===== src/tcu_pkg.sv =====
/*
  tcu_pkg: constants and types shared by the timer compare unit files.
  assumes a 32-bit apb register bus and a single 50 mhz clock.
*/
package tcu_pkg;

  // register byte offsets
  localparam logic [7:0] TCU_OFS_CTRL     = 8'h00;  // compare_control
  localparam logic [7:0] TCU_OFS_COMPARE  = 8'h04;  // compare_value
  localparam logic [7:0] TCU_OFS_COUNT    = 8'h08;  // timer_one_count
  localparam logic [7:0] TCU_OFS_STATUS   = 8'h0c;  // peripheral_flag_reg, read clears
  localparam logic [7:0] TCU_OFS_MASK     = 8'h10;  // interrupt mask
  localparam logic [7:0] TCU_OFS_PRESCALE = 8'h14;  // timer tick divider
  localparam logic [7:0] TCU_OFS_PINSTATE = 8'h18;  // read-only pin and trigger state

  // control field positions
  localparam int TCU_CTRL_MODE_LSB = 0;   // compare_mode_select, 4 bits
  localparam int TCU_CTRL_RUN_BIT  = 4;   // timer runs
  localparam int TCU_CTRL_ADC_BIT  = 5;   // adc enabled

  // status / mask bit positions
  localparam int TCU_ST_MATCH_BIT = 0;    // compare interrupt flag
  localparam int TCU_ST_OVF_BIT   = 1;    // timer_overflow_flag
  localparam int TCU_ST_SEV_BIT   = 2;    // special event issued
  localparam int TCU_ST_WIDTH     = 3;

  // reset values
  localparam logic [15:0] TCU_RST_COMPARE  = 16'hffff;
  localparam logic [7:0]  TCU_RST_PRESCALE = 8'h00;

  // compare_mode_select encodings
  typedef enum logic [3:0] {
    TCU_MODE_OFF    = 4'b0000,  // compare off, latch held; a control write of zero clears it
    TCU_MODE_TOGGLE = 4'b0010,  // toggle output on match
    TCU_MODE_SET    = 4'b1000,  // set output on match
    TCU_MODE_CLEAR  = 4'b1001,  // clear output on match
    TCU_MODE_SWINT  = 4'b1010,  // interrupt only
    TCU_MODE_SPEVT  = 4'b1011   // special event trigger
  } tcu_mode_t;

  // compare_control contents
  typedef struct packed {
    logic       adc_en;   // adc enabled
    logic       run;      // timer counting
    logic [3:0] mode;     // compare_mode_select
  } tcu_ctrl_t;

  // apb request carrier
  typedef struct packed {
    logic        sel;
    logic        enable;
    logic        write;
    logic [7:0]  addr;
    logic [31:0] wdata;
  } tcu_apb_req_t;

endpackage : tcu_pkg


===== src/tcu_compare.sv =====
/*
  tcu_compare: compare stage of a capture/compare unit with its apb
  register file, a built-in 16-bit timer, pin drive, adc start and irq.
  assumes a single pclk domain; the pin buffer lives outside.
*/
`timescale 1ns/1ps
module tcu_compare import tcu_pkg::*; (
  input  wire logic        pclk,            // 50 mhz clock
  input  wire logic        presetn,         // async reset, low active
  input  wire logic        psel,            // apb select
  input  wire logic        penable,         // apb access phase
  input  wire logic        pwrite,          // apb direction
  input  wire logic [7:0]  paddr,           // apb byte address
  input  wire logic [31:0] pwdata,          // apb write data
  output logic      [31:0] prdata,          // apb read data
  output logic             pready,          // apb ready
  output logic             pslverr,         // apb error, unmapped address
  output logic             compare_pin_o,   // compare_pin drive level
  output logic             compare_pin_oe,  // high while unit drives pin
  output logic             special_event,   // special event trigger level
  output logic             adc_go,          // adc go/done set pulse
  output logic             irq              // level interrupt
);

  tcu_apb_req_t req;                        // bundled bus request
  tcu_ctrl_t    ctrl_reg;                   // compare_control
  logic [15:0]  compare_reg;                // compare_value
  logic [7:0]   prescale_reg;               // timer divider
  logic [TCU_ST_WIDTH-1:0] status_reg;      // sticky flags
  logic [TCU_ST_WIDTH-1:0] status_next;
  logic [TCU_ST_WIDTH-1:0] mask_reg;        // interrupt mask
  logic         latch_reg;                  // compare output latch
  logic         latch_next;
  logic         match_reg;                  // count equals compare now
  logic         match_next;
  logic         match_reg_d;                // match one cycle earlier
  tcu_ctrl_t    ctrl_next;                  // control value after this edge
  logic         sev_reg;                    // special event trigger level
  logic         adc_go_reg;
  logic         oe_reg;
  logic         irq_reg;
  logic [31:0]  prdata_reg;
  logic         pready_reg;
  logic         pslverr_reg;

  // timer wiring
  logic [15:0]  count;
  logic [15:0]  count_next;
  logic         tick;
  logic         overflow;

  // bus decode wires
  logic         setup_ph;                   // first cycle of a transfer
  logic         access_done;                // transfer completes this edge
  logic         wr_done;
  logic         rd_done;
  logic         mapped;
  logic [31:0]  rd_mux;
  logic [15:0]  compare_next;
  logic         ctrl_wr;
  logic         match_rise;
  logic         pin_mode;
  logic         sev_mode;

  // returns true for a write to the given offset
  function automatic logic wr_hit(input tcu_apb_req_t r, input logic [7:0] ofs);
    return r.sel && r.enable && r.write && (r.addr == ofs);
  endfunction : wr_hit

  assign req = '{sel: psel, enable: penable, write: pwrite, addr: paddr, wdata: pwdata};

  // bus phase decode; ready is high in every access phase (zero wait)
  assign setup_ph    = psel && !penable;
  assign access_done = psel && penable && pready_reg;
  assign wr_done     = access_done && pwrite;
  assign rd_done     = access_done && !pwrite;
  assign mapped      = (paddr == TCU_OFS_CTRL)    || (paddr == TCU_OFS_COMPARE)  ||
                       (paddr == TCU_OFS_COUNT)   || (paddr == TCU_OFS_STATUS)   ||
                       (paddr == TCU_OFS_MASK)    || (paddr == TCU_OFS_PRESCALE) ||
                       (paddr == TCU_OFS_PINSTATE);
  assign ctrl_wr     = pready_reg && wr_hit(req, TCU_OFS_CTRL);
  // trigger and adc start look at the control value after this edge, so a
  // mode change reaches the trigger level and the adc start in one cycle
  assign ctrl_next   = ctrl_wr ? tcu_ctrl_t'(pwdata[5:0]) : ctrl_reg;

  // read mux, unused bits read zero
  assign rd_mux = (paddr == TCU_OFS_CTRL)     ? {26'h0, ctrl_reg} :
                  (paddr == TCU_OFS_COMPARE)  ? {16'h0, compare_reg} :
                  (paddr == TCU_OFS_COUNT)    ? {16'h0, count} :
                  (paddr == TCU_OFS_STATUS)   ? {29'h0, status_reg} :
                  (paddr == TCU_OFS_MASK)     ? {29'h0, mask_reg} :
                  (paddr == TCU_OFS_PRESCALE) ? {24'h0, prescale_reg} :
                  (paddr == TCU_OFS_PINSTATE) ? {29'h0, sev_reg, oe_reg, latch_reg} :
                  32'h0;

  // mode decode; 1010 and 1011 leave the pin to the port logic
  assign pin_mode = (ctrl_reg.mode == TCU_MODE_TOGGLE) || (ctrl_reg.mode == TCU_MODE_SET) ||
                    (ctrl_reg.mode == TCU_MODE_CLEAR);
  assign sev_mode = (ctrl_reg.mode == TCU_MODE_SPEVT);

  assign compare_next = (pready_reg && wr_hit(req, TCU_OFS_COMPARE)) ? pwdata[15:0]
                                                                      : compare_reg;

  tcu_timer #(
    .CW (16),
    .PW (8)
  ) u_timer (
    .pclk       (pclk),
    .presetn    (presetn),
    .run        (ctrl_reg.run),
    .prescale   (prescale_reg),
    .load       (pready_reg && wr_hit(req, TCU_OFS_COUNT)),
    .load_value (pwdata[15:0]),
    // the live match is sampled at the tick, so moving the compare value
    // away before then cancels the reset
    .clear_req  (sev_mode && match_reg),
    .count      (count),
    .count_next (count_next),
    .tick       (tick),
    .overflow   (overflow)
  );

  // equality is registered from next values so match_reg is high exactly
  // in the cycles where the count equals the compare value
  assign match_next = (count_next == compare_next);
  assign match_rise = match_reg && !match_reg_d;

  // output latch action on a new match
  always_comb begin
    latch_next = latch_reg;
    if (match_rise) begin
      unique case (ctrl_reg.mode)
        TCU_MODE_TOGGLE: latch_next = !latch_reg;
        TCU_MODE_SET:    latch_next = 1'b1;
        TCU_MODE_CLEAR:  latch_next = 1'b0;
        default:         latch_next = latch_reg;
      endcase
    end
    if (ctrl_wr && (pwdata[5:0] == 6'h00)) begin
      latch_next = 1'b0;
    end
  end

  // sticky flags: a read clears, but an event in the same cycle wins
  always_comb begin
    // only the bits handed out at setup are cleared, so an event that lands
    // between the setup edge and the access edge is kept for the next read
    status_next = (rd_done && (paddr == TCU_OFS_STATUS)) ?
                  (status_reg & ~prdata_reg[TCU_ST_WIDTH-1:0]) : status_reg;
    if (match_rise) begin
      status_next[TCU_ST_MATCH_BIT] = 1'b1;
    end
    if (overflow) begin
      status_next[TCU_ST_OVF_BIT] = 1'b1;
    end
    if (match_rise && sev_mode) begin
      status_next[TCU_ST_SEV_BIT] = 1'b1;
    end
  end

  // control registers written by software
  always_ff @(posedge pclk or negedge presetn) begin
    if (!presetn) begin
      ctrl_reg     <= '0;
      compare_reg  <= TCU_RST_COMPARE;
      prescale_reg <= TCU_RST_PRESCALE;
      mask_reg     <= '0;
    end else begin
      compare_reg <= compare_next;
      ctrl_reg    <= ctrl_next;
      if (pready_reg && wr_hit(req, TCU_OFS_MASK)) begin
        mask_reg <= pwdata[TCU_ST_WIDTH-1:0];
      end
      if (pready_reg && wr_hit(req, TCU_OFS_PRESCALE)) begin
        prescale_reg <= pwdata[7:0];
      end
    end
  end

  // compare state and outputs
  always_ff @(posedge pclk or negedge presetn) begin
    if (!presetn) begin
      match_reg   <= 1'b0;
      match_reg_d <= 1'b0;
      latch_reg   <= 1'b0;
      sev_reg     <= 1'b0;
      adc_go_reg  <= 1'b0;
      oe_reg      <= 1'b0;
      status_reg  <= '0;
      irq_reg     <= 1'b0;
    end else begin
      match_reg   <= match_next;
      match_reg_d <= match_reg;
      latch_reg   <= latch_next;
      // trigger level tracks the match with no added delay
      sev_reg     <= match_next && (ctrl_next.mode == TCU_MODE_SPEVT);
      // go pulse on the first cycle of a trigger, gated by adc enable
      adc_go_reg  <= match_next && !match_reg &&
                     (ctrl_next.mode == TCU_MODE_SPEVT) && ctrl_next.adc_en;
      oe_reg      <= pin_mode;
      status_reg  <= status_next;
      irq_reg     <= |(status_next & mask_reg);
    end
  end

  // apb answer: data captured in setup, ready in the access phase
  always_ff @(posedge pclk or negedge presetn) begin
    if (!presetn) begin
      prdata_reg  <= '0;
      pready_reg  <= 1'b0;
      pslverr_reg <= 1'b0;
    end else begin
      pready_reg  <= setup_ph;
      pslverr_reg <= setup_ph && !mapped;
      prdata_reg  <= (setup_ph && !pwrite) ? rd_mux : '0;
    end
  end

  assign prdata         = prdata_reg;
  assign pready         = pready_reg;
  assign pslverr        = pslverr_reg;
  assign compare_pin_o  = latch_reg;
  assign compare_pin_oe = oe_reg;
  assign special_event  = sev_reg;
  assign adc_go         = adc_go_reg;
  assign irq            = irq_reg;
endmodule : tcu_compare


===== src/tcu_timer.sv =====
/*
  tcu_timer: 16-bit timer count with a prescaled tick, a load port and a
  synchronous clear used by the special event trigger.
  assumes one clock; the clear is honoured only on a tick edge.
*/
`timescale 1ns/1ps
module tcu_timer import tcu_pkg::*; #(
  parameter int CW = 16,                    // count width
  parameter int PW = 8                      // prescaler width
) (
  input  wire logic          pclk,          // system clock
  input  wire logic          presetn,       // async reset, low active
  input  wire logic          run,           // count enable
  input  wire logic [PW-1:0] prescale,      // tick every prescale+1 clocks
  input  wire logic          load,          // software write of count
  input  wire logic [CW-1:0] load_value,    // value written
  input  wire logic          clear_req,     // reset count on the next tick
  output logic      [CW-1:0] count,         // timer_one_count
  output logic      [CW-1:0] count_next,    // value after this edge
  output logic               tick,          // timer clock edge this cycle
  output logic               overflow       // wrap pulse
);

  logic [PW-1:0] pre_reg;                   // prescaler count
  logic [PW-1:0] pre_next;                  // its next value
  logic [CW-1:0] count_reg;                 // timer value
  logic          clear_now;                 // clear taken at this tick

  assign tick       = run && (pre_reg == prescale);
  assign pre_next   = (!run || tick) ? '0 : pre_reg + 1'b1;
  assign clear_now  = tick && clear_req;
  // clear wins over increment and never counts as overflow
  assign overflow   = tick && !clear_now && !load && (count_reg == {CW{1'b1}});
  assign count_next = load ? load_value :
                      clear_now ? '0 :
                      tick ? count_reg + 1'b1 : count_reg;
  assign count      = count_reg;

  // prescaler and count registers
  always_ff @(posedge pclk or negedge presetn) begin
    if (!presetn) begin
      pre_reg   <= '0;
      count_reg <= '0;
    end else begin
      pre_reg   <= pre_next;
      count_reg <= count_next;
    end
  end

endmodule : tcu_timer


===== config.mk =====
export PLATFORM = sky130hd
export DESIGN_NAME = tcu_compare
export DESIGN_NICKNAME = d
export VERILOG_FILES = /design/src/tcu_pkg.sv /design/src/tcu_compare.sv /design/src/tcu_timer.sv
export SDC_FILE = /design/constraint.sdc
export NUM_CORES = 1
export LEC_CHECK = 0
export BUFFER_PORTS_ARGS = -buffer_cell sky130_fd_sc_hd__clkbuf_2
export CORE_MARGIN = 2
export CORE_UTILIZATION = 55
export DETAILED_ROUTE_END_ITERATION = 10
export PLACE_DENSITY = 0.78
export SETUP_SLACK_MARGIN = 0.1
export SLEW_MARGIN = 40
export SYNTH_ARGS = -nofsm -noshare
export SYNTH_HDL_FRONTEND = slang
export SYNTH_HIERARCHICAL = 1
export SYNTH_SLANG_ARGS = --single-unit
export TNS_END_PERCENT = 100

===== constraint.sdc =====
create_clock -name pclk -period 4.33 [get_ports pclk]
set_input_delay 1.0825 -clock pclk [delete_from_list [all_inputs] [get_ports pclk]]
set_output_delay 1.0825 -clock pclk [all_outputs]
set_load 0.01 [all_outputs]

==> impl_metrics.toml <==
[outcome]
outcome = "complete, no violations"

[detailed_routing]
routed_wl_um = 12300
via_per_inst = 6.29
first_pass_iters = 5
drc = 0
dr.first_iter.drc_count = 427
vias = 4205
post_drt_wl_per_cell_um = 18.4
postRouteAntennaNets = 0

[global_routing]
antenna_found_initial = 0
grt_pass1_vias = 4155
overflow = 0
grt_usage_pct = 26.4
grt_max_degree = 86
grt_pass1_wl_um = 20400

[cts]
insertion_delay_ns = 0.36
cts_hold_buf = 0
cts.sinks = 85
cts_tree = "yes"
post_cts.repair.setup_buffers = 0
clkTransAtPathRegs_ns = 0.08
cts-root-buf = "clkbuf_8"
cts-htree-levels = 3
numCtsBuffers = 9
cts.repair.resized = 0
cts_buffer_depth = 2

[finish]
diodes = 0
fill_cells = 719
drive_gt1_share_pct = 25.1
final_cells = 669
final_nets = 603
area_growth_pct = 11.5

[sta]
timing.final.hold_violations = 0
rsz0062_at_grt = "no"
finalCritPeriodShare_pct = 86.4
maxSlewViolCount = 0
setup_viol = 0
final.setup.tns_ns = 0
final.setup_skew_ns = 0.00852
slew_headroom_pct = 53.4
max_freq_mhz = 267
fin_crit_ns = 3.74
worst_pin_slew_ns = 0.699
setup_slack_ns = 0.588
whs_ns = 0.443

[placement]
portBuffers = 51
dpl.hpwl_um = 8800
gp_congestion = 0.890
preCtsSetupSlack_ns = 0.313
dp_cells = 653

[synth]
synth_most_common_cell = "dfrtp_1"
syn_area_um2 = 4970
yosysSeqAreaShare_pct = 43.2
synth_area_leaders = "dfrtp_1 (35%), dfstp_2 (8.5%), mux2_2 (5.2%)"
async_reset_ff_share_pct = 100
synth_area_leader_cell = "dfrtp_1"
syn_avg_cell_area_um2 = 9.98
ys_warn_count = 6
synth-seq-cells = 85
synth_top_area_share_pct = 34.7
synth.distinct_cells = 59
synth-edff-count = 0
synth-main-ff-cell = "dfrtp_1"
synth_cells = 498
synthTopCellsByCount = "dfrtp_1 (69), nand2_1 (55), nor2_1 (36)"

[worst_setup_path]
worstPathMaxFanout = 11
endpoint_kind = "flip-flop"
rrSetupSlack_ns = 0.81
worstSetupStartpointType = "primary input"
r2r-end = "adc_go"
r2r_start = "prescale_reg[0]"
arrival_ns = 3.99
r2r_cells = 11
required_ns = 4.58
critical_path_class = "in -> reg"

[worst_hold_path]
whs_path_depth = 0
min_to = "match_reg_d"
holdCritPathClass = "reg -> reg"
holdCritStartpoint = "match_reg"

[floorplanning]
dieArea_um2 = 9810
io_pins = 84
fp.dieH_um = 99.1
core_um2 = 8760
start_util_pct = 56.7
std_cell_rows = 34
die_w_um = 99.1

[power_and_ir_drop]
ir_drop_v = 0.000168
p_leak_nw = 2.51
power.density_nw_per_um2 = 267
total_power_mw = 1.48

[run]
maxCapViolations = 0
[report_power, final]
part           switching (mW)  total [mW]  internal, mW
Sequential            0.00999       0.812         0.802
Combinational          0.0832       0.125        0.0422
Clock                   0.278       0.545         0.267
[layer usage]
metal | part of all wire [%] | vias up | global-route usage (%)
met5 | 0 | - | 0
met4 | 2.1 | 0 | 9.80
met3 | 7.8 | 27 | 6.38
met2 | 48 | 214 | 41.8
met1 | 42 | 2061 | 35.3
li1 | - | 1903 | -
[how the worst max path moves through the flow]
stage,from,to,slack (ns),cells after the start
after floorplan,pwrite,adc_go,0.33,13
after global placement,paddr[3],adc_go,0.33,9
after detailed placement,paddr[3],adc_go,0.31,11
after CTS,paddr[3],adc_go,0.65,11
after global routing,paddr[7],adc_go,0.37,13
final,paddr[3],adc_go,0.59,12
[final cells by class]
cell class / count / area [um2] / area share, %
Clock buffer: 12 / 135 / 2.44
Clock inverter: 4 / 48.8 / 0.881
Inverter: 7 / 26.3 / 0.474
Multi-Input combinational cell: 384 / 2640 / 47.6
Sequential cell: 85 / 2150 / 38.7
Tap cell: 108 / 135 / 2.44
Timing Repair Buffer: 69 / 412 / 7.43
[per-stage QoR]
stage | instance area, um2 | util [%]
global placement | 5350 | 61.1
CTS | 5540 | 63.2
finish | 5540 | 63.2
global route | 5540 | 63.2
floorplan | 5030 | -
detailed placement | 5360 | 61.1
[cell families after synthesis]
family	after synthesis	synth area share, %
flops	85	43.2
xor+xnor	38	7.00
mux	31	6.82
simple gates	222	25.9
buf+inv	44	4.88
compound gates	75	11.6
other cells	1	0.0754
fa+ha+maj	2	0.503
[cell usage in the layout, fill, tap and decap left out, drive strengths merged, types with 9 or more instances in the layout]
cell and instances:
nand3 18, clkbuf 63, conb 16, nand2 55
dfrtp 69, buf 18, a22oi 11, o211a 12
nor2b 9, nor3 12, nand2b 18, dfstp 16
xnor2 23, a21oi 16, xor2 15, nand4 15
nor2 36, mux2 23, nor4 18
[worst max-delay path: stages]
cell	delay (ns)
clkbuf_2	0.19
nor2b_1	0.35
and3_1	0.47
nor2b_1	0.11
mux2i_1	0.19
and3_1	0.27
nand2_1	0.07
nor4_1	0.18
nor4b_1	0.13
a2111oi_4	0.38
nand4_2	0.19
nor4b_2	0.36
No activity file was read; power rests on OpenSTA's default activity.
